File: src/rtl/reset_power_pkg.sv
// Constants shared by the reset and power sequencer.
// Assumes a single 25 MHz system clock standing in for the oscillator clock.
package reset_power_pkg;

	// ---------------------------------------------------------------
	// Clock and timing
	// ---------------------------------------------------------------
	localparam int CLK_PERIOD_NS     = 40;
	localparam int XTAL_BASE_CYC     = 1024;
	localparam int XTAL_EXTRA_MIN_NS = 60000;
	localparam int XTAL_EXTRA_CYC    =
		(XTAL_EXTRA_MIN_NS + CLK_PERIOD_NS - 1) / CLK_PERIOD_NS;
	localparam int XTAL_WAKE_CYC     = XTAL_BASE_CYC + XTAL_EXTRA_CYC;
	localparam int RC_WAKE_MIN_NS    = 200000;
	localparam int RC_WAKE_CYC       =
		(RC_WAKE_MIN_NS + CLK_PERIOD_NS - 1) / CLK_PERIOD_NS;
	localparam int EXT_WAKE_CYC      = 32;
	localparam int WAKE_CNT_W        = 13;

	// ---------------------------------------------------------------
	// Clock divider
	// ---------------------------------------------------------------
	localparam int DIV_W     = 8;
	localparam int DIV_CNT_W = 9;

	// ---------------------------------------------------------------
	// Clock source selection
	// ---------------------------------------------------------------
	localparam logic [1:0] SRC_CRYSTAL = 2'h0;
	localparam logic [1:0] SRC_RC      = 2'h1;
	localparam logic [1:0] SRC_WDOSC   = 2'h2;
	localparam logic [1:0] SRC_EXT     = 2'h3;

	// ---------------------------------------------------------------
	// Reset cause register layout
	// ---------------------------------------------------------------
	localparam int CAUSE_W   = 6;
	localparam int CAUSE_EXT = 0;
	localparam int CAUSE_SW  = 1;
	localparam int CAUSE_WD  = 2;
	localparam int CAUSE_BRK = 3;
	localparam int CAUSE_POF = 4;
	localparam int CAUSE_BOF = 5;
	localparam logic [5:0] CAUSE_POWER_ON = 6'h30;

	// ---------------------------------------------------------------
	// Boot address
	// ---------------------------------------------------------------
	localparam logic [7:0]  BOOT_LOW_BYTE = 8'h00;
	localparam logic [15:0] RESET_VECTOR  = 16'h0000;

	// ---------------------------------------------------------------
	// Power modes
	// ---------------------------------------------------------------
	localparam logic [1:0] REQ_IDLE       = 2'h1;
	localparam logic [1:0] REQ_POWER_DOWN = 2'h2;
	localparam logic [1:0] REQ_TOTAL_PD   = 2'h3;

	typedef enum logic [2:0] {
		ST_RUN  = 3'h0,
		ST_IDLE = 3'h1,
		ST_PD   = 3'h2,
		ST_TPD  = 3'h3,
		ST_WAKE = 3'h4
	} power_state_t;

endpackage

File: src/rtl/reset_power_sequencer.sv
// Reset, clock wake-up, clock divide and power-mode control for a small
// microcontroller. Supply monitors deliver one comparator level per trip
// point; reset sources and firmware strobes are synchronous to clk_sys.
`timescale 1ns/100ps
`default_nettype none

// Operation
// - Crystal wake delay: 1024 cycles plus 60us.
// - RC oscillator wake delay at least 200us.
// - Watchdog or external clock: 32 cycles.
// - Core clock divided, ratio up to 510.
// - Divider rewrite applied without stopping execution.
// - Low-power select bit cleared on every reset.
// - Brownout reset always on except total power-down.
// - Four trip levels each, separate selects.
// - Flash protect at 2.4V, off in power-down.
// - Brownout follows supply below selected level.
// - Power-on flag set at power-up, software clears.
// - Idle keeps peripherals, exits on interrupt/reset.
// - Power-down stops oscillator, wakes on reset/interrupt.
// - Monitors run in power-down; RC conditionally.
// - Total power-down also stops brownout, comparators.
// - Shared pin is reset when enable bit set.
// - Pin always reset during power-up.
// - Each reset source has flag; write zero clears.
// - Power-on or watchdog: set POWER_ON_FLAG, BROWNOUT_FLAG only.
// - Other resets keep existing flags.
// - Boot address is vector byte then zero.
// - Boot address on break, status bit, forced programming.
module reset_power_sequencer #(
	parameter int RC_WAKE_CYCLES = reset_power_pkg::RC_WAKE_CYC
) (
	input  wire logic        clk_sys,                 // Oscillator clock.
	input  wire logic        rst_b,                   // Power-on reset, low.
	input  wire logic [1:0]  clockSourceSel,          // Oscillator source.
	input  wire logic [7:0]  clock_divider_value,     // Divide-by-2M value.
	input  wire logic        lowPowerWrite,           // Strobe for select.
	input  wire logic        lowPowerData,            // Value to write.
	input  wire logic [1:0]  modeRequest,             // Requested mode.
	input  wire logic        modeEnter,               // Mode entry strobe.
	input  wire logic        idleWakeInt,             // Enabled interrupt.
	input  wire logic        powerDownWakeInt,        // Wake-capable int.
	input  wire logic        rtcEnable,               // Real-time timer on.
	input  wire logic        brownout_reset_trip_sel_hi, // Reset trip hi.
	input  wire logic        brownout_reset_trip_sel_lo, // Reset trip lo.
	input  wire logic        brownout_int_trip_sel_hi,   // Int trip hi.
	input  wire logic        brownout_int_trip_sel_lo,   // Int trip lo.
	input  wire logic        brownoutIntEnable,       // Interrupt enable.
	input  wire logic [3:0]  supplyAboveTrip,         // Per trip level.
	input  wire logic        supplyAboveFlashTrip,    // Above 2.4 V.
	input  wire logic        powerOnDetect,           // Analog power-on.
	input  wire logic        shared_reset_pin,        // Pin level.
	input  wire logic        reset_pin_enable,        // Pin as reset.
	input  wire logic        watchdogReset,           // Watchdog pulse.
	input  wire logic        softwareReset,           // Software pulse.
	input  wire logic        uartBreakReset,          // Break detect pulse.
	input  wire logic        causeWrite,              // Cause write strobe.
	input  wire logic [5:0]  causeWriteData,          // Zero bits clear.
	input  wire logic [7:0]  bootVector,              // Boot vector byte.
	input  wire logic        bootStatusBit,           // Boot status bit 0.
	input  wire logic        in_system_programming,   // Forced at power-on.
	output logic             cpuCoreClockTick,        // Core clock enable.
	output logic             coreClockRun,            // Core clock released.
	output logic             peripheralClockRun,      // Peripherals clocked.
	output logic             oscillatorRun,           // Oscillator running.
	output logic             rcOscRun,                // RC oscillator on.
	output logic             brownoutDetectOn,        // Detectors powered.
	output logic             comparatorsOn,           // Comparators powered.
	output logic             chipReset,               // Core reset.
	output logic             brownoutIntReq,          // Brownout interrupt.
	output logic             flashProgramBlock,       // Flash write blocked.
	output logic             sharedPinInput,          // Pin as plain input.
	output logic             low_power_clock_select,  // Low-power select.
	output logic [5:0]       reset_cause_reg,         // Reset cause flags.
	output logic [15:0]      bootAddress              // Fetch start.
);

	// ---------------------------------------------------------------
	// Reset sources
	// ---------------------------------------------------------------
	logic       powerUpPhase;
	logic [1:0] resetTripSel;
	logic [1:0] intTripSel;
	logic       brownoutCond;
	logic       pinReset;
	logic       powerOnEvent;
	logic       anyReset;

	assign resetTripSel = {brownout_reset_trip_sel_hi,
		brownout_reset_trip_sel_lo};
	assign intTripSel   = {brownout_int_trip_sel_hi,
		brownout_int_trip_sel_lo};
	assign brownoutCond = brownoutDetectOn
		&& !supplyAboveTrip[resetTripSel];
	assign pinReset     = !shared_reset_pin
		&& (reset_pin_enable || powerUpPhase);
	assign powerOnEvent = powerOnDetect || watchdogReset;
	assign anyReset     = pinReset || powerOnEvent || brownoutCond
		|| softwareReset || uartBreakReset;

	// ---------------------------------------------------------------
	// Power mode and wake-up sequencing
	// ---------------------------------------------------------------
	reset_power_pkg::power_state_t state;
	reset_power_pkg::power_state_t next_state;
	logic [reset_power_pkg::WAKE_CNT_W-1:0] wakeCount;
	logic [reset_power_pkg::WAKE_CNT_W-1:0] next_wakeCount;
	logic [reset_power_pkg::WAKE_CNT_W-1:0] wakeTarget;
	logic next_powerUpPhase;

	always_comb
	begin
		unique case (clockSourceSel)
			reset_power_pkg::SRC_CRYSTAL:
				wakeTarget = reset_power_pkg::WAKE_CNT_W'(
					reset_power_pkg::XTAL_WAKE_CYC);
			reset_power_pkg::SRC_RC:
				wakeTarget = reset_power_pkg::WAKE_CNT_W'(
					RC_WAKE_CYCLES);
			reset_power_pkg::SRC_WDOSC,
			reset_power_pkg::SRC_EXT:
				wakeTarget = reset_power_pkg::WAKE_CNT_W'(
					reset_power_pkg::EXT_WAKE_CYC);
		endcase
	end

	always_comb
	begin
		next_state        = state;
		next_wakeCount    = '0;
		next_powerUpPhase = powerUpPhase;
		if (anyReset || chipReset)
		begin
			next_state = reset_power_pkg::ST_WAKE;
			if (powerOnDetect)
			begin
				next_powerUpPhase = 1'b1;
			end
		end
		else
		begin
			unique case (state)
				reset_power_pkg::ST_RUN:
				begin
					if (modeEnter)
					begin
						unique case (modeRequest)
							reset_power_pkg::REQ_IDLE:
								next_state = reset_power_pkg::ST_IDLE;
							reset_power_pkg::REQ_POWER_DOWN:
								next_state = reset_power_pkg::ST_PD;
							reset_power_pkg::REQ_TOTAL_PD:
								next_state = reset_power_pkg::ST_TPD;
							default:
								next_state = reset_power_pkg::ST_RUN;
						endcase
					end
				end
				reset_power_pkg::ST_IDLE:
				begin
					if (idleWakeInt)
					begin
						next_state = reset_power_pkg::ST_RUN;
					end
				end
				reset_power_pkg::ST_PD,
				reset_power_pkg::ST_TPD:
				begin
					if (powerDownWakeInt)
					begin
						next_state = reset_power_pkg::ST_WAKE;
					end
				end
				reset_power_pkg::ST_WAKE:
				begin
					next_wakeCount = wakeCount + 1'b1;
					if (wakeCount >= wakeTarget - 1'b1)
					begin
						next_state        = reset_power_pkg::ST_RUN;
						next_wakeCount    = '0;
						next_powerUpPhase = 1'b0;
					end
				end
				default:
					next_state = reset_power_pkg::ST_WAKE;
			endcase
		end
	end

	always_ff @(posedge clk_sys or negedge rst_b)
	begin
		if (!rst_b)
		begin
			state        <= reset_power_pkg::ST_WAKE;
			wakeCount    <= '0;
			powerUpPhase <= 1'b1;
		end
		else
		begin
			state        <= next_state;
			wakeCount    <= next_wakeCount;
			powerUpPhase <= next_powerUpPhase;
		end
	end

	// ---------------------------------------------------------------
	// Clock divider, flags and status outputs
	// ---------------------------------------------------------------
	logic [reset_power_pkg::DIV_CNT_W-1:0] divCount;
	logic [reset_power_pkg::DIV_CNT_W-1:0] next_divCount;
	logic [reset_power_pkg::DIV_CNT_W-1:0] divLimit;
	logic       pdState;
	logic       next_tick;
	logic [5:0] next_cause;
	logic [5:0] causeSet;
	logic       bootPending;
	logic       next_bootPending;
	logic       next_lowPower;
	logic [15:0] next_bootAddress;

	assign divLimit = {clock_divider_value, 1'b0};
	assign pdState  = (next_state == reset_power_pkg::ST_PD)
		|| (next_state == reset_power_pkg::ST_TPD);

	always_comb
	begin
		next_tick     = 1'b0;
		next_divCount = '0;
		if (next_state == reset_power_pkg::ST_RUN)
		begin
			// A shrunken ratio wraps at once, so no tick is ever lost.
			if (clock_divider_value == '0)
			begin
				next_tick = 1'b1;
			end
			else if (divCount >= divLimit - 1'b1)
			begin
				next_tick = 1'b1;
			end
			else
			begin
				next_divCount = divCount + 1'b1;
			end
		end

		causeSet = '0;
		causeSet[reset_power_pkg::CAUSE_EXT] = pinReset;
		causeSet[reset_power_pkg::CAUSE_SW]  = softwareReset;
		causeSet[reset_power_pkg::CAUSE_BRK] = uartBreakReset;
		causeSet[reset_power_pkg::CAUSE_BOF] = brownoutCond;
		next_cause = reset_cause_reg;
		if (causeWrite)
		begin
			next_cause = next_cause & causeWriteData;
		end
		next_cause = next_cause | causeSet;
		if (powerOnEvent)
		begin
			next_cause = reset_power_pkg::CAUSE_POWER_ON;
		end

		next_lowPower = low_power_clock_select;
		if (anyReset)
		begin
			next_lowPower = 1'b0;
		end
		else if (lowPowerWrite)
		begin
			next_lowPower = lowPowerData;
		end

		next_bootPending = bootPending || uartBreakReset;
		next_bootAddress = bootAddress;
		if (chipReset && !anyReset)
		begin
			next_bootPending = 1'b0;
			if (bootPending || bootStatusBit
				|| (powerUpPhase && in_system_programming))
			begin
				next_bootAddress = {bootVector,
					reset_power_pkg::BOOT_LOW_BYTE};
			end
			else
			begin
				next_bootAddress = reset_power_pkg::RESET_VECTOR;
			end
		end
	end

	always_ff @(posedge clk_sys or negedge rst_b)
	begin
		if (!rst_b)
		begin
			divCount               <= '0;
			cpuCoreClockTick       <= 1'b0;
			coreClockRun           <= 1'b0;
			peripheralClockRun     <= 1'b0;
			oscillatorRun          <= 1'b1;
			rcOscRun               <= 1'b0;
			brownoutDetectOn       <= 1'b1;
			comparatorsOn          <= 1'b1;
			chipReset              <= 1'b1;
			brownoutIntReq         <= 1'b0;
			flashProgramBlock      <= 1'b0;
			sharedPinInput         <= 1'b0;
			low_power_clock_select <= 1'b0;
			reset_cause_reg        <= reset_power_pkg::CAUSE_POWER_ON;
			bootPending            <= 1'b0;
			bootAddress            <= reset_power_pkg::RESET_VECTOR;
		end
		else
		begin
			divCount           <= next_divCount;
			cpuCoreClockTick   <= next_tick;
			coreClockRun       <= next_state == reset_power_pkg::ST_RUN;
			peripheralClockRun <= (next_state == reset_power_pkg::ST_RUN)
				|| (next_state == reset_power_pkg::ST_IDLE);
			oscillatorRun      <= !pdState;
			rcOscRun           <= (clockSourceSel == reset_power_pkg::SRC_RC)
				&& (!pdState || rtcEnable);
			brownoutDetectOn   <= next_state
				!= reset_power_pkg::ST_TPD;
			comparatorsOn      <= next_state
				!= reset_power_pkg::ST_TPD;
			chipReset          <= anyReset;
			brownoutIntReq     <= brownoutIntEnable && brownoutDetectOn
				&& !supplyAboveTrip[intTripSel];
			flashProgramBlock  <= !pdState
				&& !supplyAboveFlashTrip;
			sharedPinInput     <= !reset_pin_enable
				&& !powerUpPhase;
			low_power_clock_select <= next_lowPower;
			reset_cause_reg    <= next_cause;
			bootPending        <= next_bootPending;
			bootAddress        <= next_bootAddress;
		end
	end

endmodule

`default_nettype wire

File: config.mk
export PLATFORM = sky130hd
export DESIGN_NAME = reset_power_sequencer
export DESIGN_NICKNAME = d
export VERILOG_FILES = /design/src/rtl/reset_power_pkg.sv /design/src/rtl/reset_power_sequencer.sv
export SDC_FILE = /design/constraint.sdc
export NUM_CORES = 1
export LEC_CHECK = 0
export BUFFER_PORTS_ARGS = -buffer_cell sky130_fd_sc_hd__buf_2
export CORE_ASPECT_RATIO = 0.9
export CORE_UTILIZATION = 55
export DETAILED_ROUTE_END_ITERATION = 12
export PLACE_DENSITY_LB_ADDON = 0.05
export SETUP_SLACK_MARGIN = 0.1
export SYNTH_ARGS = -nofsm -noshare
export SYNTH_HDL_FRONTEND = slang
export SYNTH_SLANG_ARGS = --single-unit
File: constraint.sdc
create_clock -name clk_sys -period 5.9 [get_ports clk_sys]
set_input_delay 1.18 -clock clk_sys [delete_from_list [all_inputs] [get_ports clk_sys]]
set_output_delay 1.18 -clock clk_sys [all_outputs]
set_load 0.1 [all_outputs]
# Word-level counts from Yosys, hierarchy flattened
# Cells that the tools add are included.
# word_totals
ff_bits	60
latch_bits	0
mem_bits_rw	0
rom_bits	0
input_bits	53
out_inout_bits	34
memories	0
# op_classes
n_addsub	4
multipliers	0
n_div	0
order_cmp	4
n_eq_ne	15
n_shift	0
n_mux	31
bitwise_logic	2
reduce_logical	40
# op_table
operator	count
2-to-1 mux 13 bit	3
one-hot mux 13 bit (3 select lines)	1
2-to-1 mux 9 bit	3
2-to-1 mux 16 bit	1
2-to-1 mux 3 bit	5
adder 13 x 1 -> 13 bit, second input constant	1
greater-or-equal comparator 13 bit	1
logical OR 1 bit	13
subtractor 13 x 1 -> 13 bit, second input constant	1
equality test 3 x 2 -> 1 bit, second input constant	4
2-to-1 mux 1 bit	12
2-to-1 mux 6 bit	2
one-hot mux 3 bit (4 select lines)	1
adder 9 x 1 -> 9 bit, second input constant	1
greater-or-equal comparator 9 bit	1
logical AND 1 bit	9
subtractor 9 x 1 -> 9 bit, second input constant	1
equality test 2 bit, second input constant	4
zero test 1 bit	8
zero test 8 bit	1
AND 6 bit	1
equality test 3 x 1 -> 1 bit, second input constant	2
zero test 3 bit	2
less-than comparator 2 x 3 -> 1 bit, second input constant	2
other kinds (11)	16

# Longest topological paths before layout
# depth
word_depth	14
depth_mapped	10
mapped_depth_nobuf	10

# Least setup slack after synthesis
# No wires, ideal clock.
# synth_timing
kind	input to register
from	in clock_divider_value[3]
to	reg cpuCoreClockTick
setup_time_ns	0.126
t_arrival_ns	2.883
t_required_ns	5.774
path_slack_ns	2.892
stages	9
n_path_buf	0
cell_sequence	nor2_1 -> nor4b_1 -> xnor2_1 -> ha_1 -> nand4_1 -> a21oi_1 -> a2111oi_0 -> o21ai_1 -> nor2b_1
# synth_between
elab_chain_cells	5
# synth_lines
item	line_no	text
start, declared	reset_power_sequencer.sv:36	input wire logic [7:0] clock_divider_value,
subtractor 9 x 1 -> 9 bit	reset_power_sequencer.sv:236	else if (divCount >= divLimit - 1'b1)
greater-or-equal comparator 9 bit	reset_power_sequencer.sv:236	
2-to-1 mux 1 bit	reset_power_sequencer.sv:236	
2-to-1 mux 1 bit *	reset_power_sequencer.sv:232	if (clock_divider_value == '0)
2-to-1 mux 1 bit *	reset_power_sequencer.sv:229	if (next_state == reset_power_pkg::ST_RUN)
via next_tick	reset_power_sequencer.sv:213	logic next_tick;
end signal, assigned	reset_power_sequencer.sv:314	cpuCoreClockTick <= next_tick;
end, declared	reset_power_sequencer.sv:62	output logic cpuCoreClockTick,
# The timed path passes the listed nets; every way through them passes the cells marked *.
# A chain may end at the register's enable or synchronous reset.

# Worst setup path after layout
# layout_timing
from	in clockSourceSel[1]
to	reg divCount[7] (netlist bit)
# layout_between
elab_chain_cells	10
# layout_lines
item	line_no	text
start, declared	reset_power_sequencer.sv:35	input wire logic [1:0] clockSourceSel,
equality test 2 bit	reset_power_sequencer.sv:113	unique case (clockSourceSel)
OR reduction 2 bit	reset_power_sequencer.sv:113	
one-hot mux 13 bit (3 select lines) *	reset_power_sequencer.sv:113	
subtractor 13 x 1 -> 13 bit *	reset_power_sequencer.sv:177	if (wakeCount >= wakeTarget - 1'b1)
greater-or-equal comparator 13 bit *	reset_power_sequencer.sv:177	
2-to-1 mux 3 bit *	reset_power_sequencer.sv:177	
one-hot mux 3 bit (4 select lines) *	reset_power_sequencer.sv:142	unique case (state)
2-to-1 mux 3 bit *	reset_power_sequencer.sv:132	if (anyReset || chipReset)
zero test 3 bit *	reset_power_sequencer.sv:229	
2-to-1 mux 9 bit *	reset_power_sequencer.sv:229	
via next_divCount, one bit	reset_power_sequencer.sv:210	logic [reset_power_pkg::DIV_CNT_W-1:0] next_divCount;
end signal, assigned	reset_power_sequencer.sv:313	divCount <= next_divCount;
end, declared	reset_power_sequencer.sv:209	logic [reset_power_pkg::DIV_CNT_W-1:0] divCount;
# The timed path passes the listed nets; every way through them passes the cells marked *. The select of a mux whose other input is x is not followed.

==> summary.md <==
| Metric | Value |
|---|---|
| Status | `completed` |
| Worst skew pair latency | `0.31 ns` |
| WL final | `roughly 6000 um` |
| Routed Antenna Nets | `0` |
| # IOs | `between 80 and 90` |
| Residual DRC | `0` |
| Chip width | `between 70 and 80 um` |
| Static leakage | `roughly 1.8 nW` |
| Area share of and/or/nand/nor cells after synthesis | `0.184` |
| Synth Register Bits | `52` |
| Layout cells sized above 1 | `0.274` |
| Grt ovf | `0` |
| Vias per inst | `slightly above 5` |
| Die span in y | `approximately 71 um` |
| Final hold violations | `0` |
| Design Area, Final | `about 0.0034 mm^2` |
| Final Critical Period | `3.31 ns` |
| Hold path startpoint | `bootPending` |
| Setup bufs post-CTS | `0` |
| Per-cell routed wire length | `approximately 13 um` |
| Crit path kind | `in -> reg` |
| Total of max-cap violations | `0` |
| Tightest Pin Transition | `0.958 ns` |
| Top flop regs | `wakeCount (13), divCount (9), bootAddress (8)` |
| Final slew viol count | `0` |
| Syn. warnings | `0` |
| CTS tree | `done` |
| Largest delay contributor family on the critical path | `compound AO/OA/AOI/OAI gates` |
| Crit path arrival time | `3.46 ns` |
| CTS buffer count | `5` |
| Gr usage total | `0.236` |
| FP Rows | `24` |
| R2R depth | `6` |
| Post-synth EDFFs | `0` |
| Largest net degree at the start of global routing | `53` |
| Worst slew margin | `0.361` |
| Final setup fails | `0` |
| CTS H-tree lvls | `2` |
| P_int | `~0.54 mW` |
| Fin Clk Skew | `0.00352 ns` |
| Crit-path cells | `buf_2 -> nand2b_1 -> inv_1 -> ha_1 -> a21oi_1 -> o221ai_1 -> a221o_1 -> o221ai_1 -> nor3_1` |
| CP required | `6.05 ns` |
| Crit share post-route | `0.562` |
| Largest family of logic cells by synthesized area | `simple AND/OR/NAND/NOR gates` |
| Placed Area | `0.00332 mm^2` |
| Avg Inst Size Synth | `9.89 um^2` |
| First-pass GRT wire length | `10,100 um` |
| Fmax | `302 MHz` |
| R2r endpoint | `divCount[7]` |
| DIE AREA | `about 0.0056 mm^2` |
| Worst Path Max Fanout | `11` |
| Reg-to-reg slack, setup | `around 3.4 ns` |
| Dpl hpwl | `4470 um` |
| Synth unique cells | `48` |
| Vias in the first global route | `2,194` |
| Compound-Gate Fraction of Synth Area | `0.0877` |
| Buf/Inv on CP | `2` |
| Starting density of the core | `0.585` |
| Nets@finish | `450` |
| Vias | `approximately 2,300` |
| GPL Wtd Cong | `approximately 0.87` |
| Antenna diode count | `0` |
| Slowest CP cell | `o221ai_1` |
| Most frequent CP cell | `o221ai_1` |
| Startpoint types | `input pin` |
| Hold WC Path Type | `reg -> reg` |
| Synth Flop Type | `dfrtp_1` |
| Pwr Density | `~250 mW/mm^2` |
| Initial drt markers | `91` |
| CP max stage delay | `about 0.76 ns` |
| Root buf cell | `clkbuf_8` |
| Clk buf depth | `2` |
| Comb pwr share | `0.262` |
| NetSw | `about 0.31 mW` |
| Largest register FFs | `13` |
| Unrepaired setup endpoints after global routing | `false` |
| Max IR drop VDD | `between 0.2 and 0.3 mV` |
| Layout area overhead | `18.4%` |
| Sequential-to-total area share from yosys stat | `0.452` |
| Clock Sinks | `between 50 and 60` |
| Drt first pass iters | `4` |
| Sequential Power Share | `0.447` |
| Reg with most FFs | `wakeCount` |
| Input/output buffers | `between 70 and 80` |
| Crit path capture type | `flop` |
| Clock power share | `0.292` |
| Mapped Cells | `approximately 290` |
| Core area | `between 0.004 and 0.005 mm^2` |
| Reg clk slew, reported paths | `~0.1 ns` |
| Multiplexer share of the synthesized area | `0.0462` |
| Initial antenna violation count | `0` |
| R2R Path Start | `wakeCount[3]` |
| # resized after CTS | `0` |
| Synth async-reset ratio | `1.00` |
| XOR/XNOR Fraction of Synth Area | `0.0726` |
| Mapped Area | `0.00290 mm^2` |
| Hold path depth | `1` |
| Hold Path End | `bootPending` |
| Hold buffers post-CTS | `0` |
| Sw Share | `0.363` |
| FILL cells | `420` |
| Post-synthesis adder-cell area fraction | `0.0950` |
| Setup_tns | `0 ns` |
## Yosys cell counts (all sizes together) (3+ instances only)
master,n,share of area
xnor2,8,0.024
nand2b,5,0.011
nor3,14,0.024
dfrtp,45,0.39
or3,3,0.0099
dfstp,7,0.064
ha,22,0.095
a21oi,13,0.022
nand3,14,0.024
buf,11,0.029
o21ai,10,0.017
nand2,27,0.036
nor2,28,0.036
mux2i,10,0.035
xor2,16,0.048
nor4,3,0.012
and3,4,0.0086
inv,23,0.030
## worst max path at each step
stage	startpoint	end	slack, ns	depth (start not counted)
finish	clockSourceSel[1]	divCount[7]	2.59	9
global route	clockSourceSel[1]	divCount[5]	2.36	9
CTS	clockSourceSel[1]	divCount[7]	2.59	9
detailed placement	clockSourceSel[1]	divCount[7]	2.26	9
global placement	clockSourceSel[1]	divCount[4]	2.37	9
floorplan	clock_divider_value[3]	cpuCoreClockTick	2.89	9
## worst reg2reg max path, stage by stage, from the launching register on
cell and delay [ns]:
dfrtp_1 0.44, ha_1 0.33, a21oi_1 0.13, o221ai_1 0.15
a221o_1 0.38, o221ai_1 0.76, nor3_1 0.17
## power by group through the flow
stage               clock network [mW]  registers, mW  logic (mW)
finish                           0.248          0.379       0.222
global route                     0.268          0.382       0.236
CTS                              0.252          0.379       0.224
detailed placement                   0          0.386       0.224
floorplan                            0          0.499      0.0622
global placement                     0          0.386       0.220
## through the flow
| stage | worst slack, ns | util | std cells | total power [mW] | hold WS, ns |
|---|---|---|---|---|---|
| 4_1_cts | 2.59 | 0.692 | 441 | 0.855 | 0.492 |
| 6_report | 2.59 | 0.692 | 441 | 0.849 | 0.494 |
| 5_1_grt | 2.36 | 0.692 | 441 | 0.885 | 0.537 |
| 3_3_place_gp | 2.37 | 0.670 | 433 | 0.606 | 0.468 |
| 2_1_floorplan | 2.89 | - | 301 | 0.561 | 0.452 |
| 3_5_place_dp | 2.26 | 0.670 | 433 | 0.609 | 0.469 |
## routing by layer
layer,track usage,part of all wire
met1,0.325,0.48
met2,0.365,0.45
met3,0.0529,0.053
met4,0.0905,0.017
met5,0,0
## logic make-up (layout without fill, tap and decap cells)
logic type | count (synthesis) | after routing
AOI/OAI and AO/OA | 39 | 39
xor gates and xnor gates | 24 | 24
adders and majority gates | 22 | 22
buffers and inverters | 35 | 110
DFF | 52 | 52
muxes | 12 | 12
other | 2 | 10
and+or+nand+nor | 107 | 107
## area by class of cell
cell class | count | area, um^2 | share of cell area
clock inverter | 3 | 42.5 | 0.0124
clock buffer | 5 | 68.8 | 0.0201
multi-input combinational | 214 | 1440 | 0.421
inverter | 23 | 86.3 | 0.0252
timing repair buffer | 79 | 398 | 0.116
sequential | 52 | 1310 | 0.382
tap | 65 | 81.3 | 0.0237
## cell usage in the layout (no fill, tap or decap), types with 5 or more instances in the layout
| cell | Yosys | layout |
|---|---|---|
| dfstp_2 | 7 | 7 |
| a21oi_1 | 13 | 13 |
| xor2_1 | 16 | 16 |
| o21ai_0 | 9 | 9 |
| clkbuf_8 | 0 | 5 |
| nand2b_1 | 5 | 5 |
| conb_1 | 2 | 10 |
| mux2i_1 | 10 | 10 |
| buf_2 | 1 | 78 |
| xnor2_1 | 8 | 8 |
| ha_1 | 22 | 22 |
| dfrtp_1 | 45 | 45 |
| nor3_1 | 14 | 14 |
| nand3_1 | 14 | 14 |
| nand2_1 | 26 | 26 |
| inv_1 | 23 | 23 |
| nor2_1 | 28 | 28 |
(Power assumes the default switching activity.)
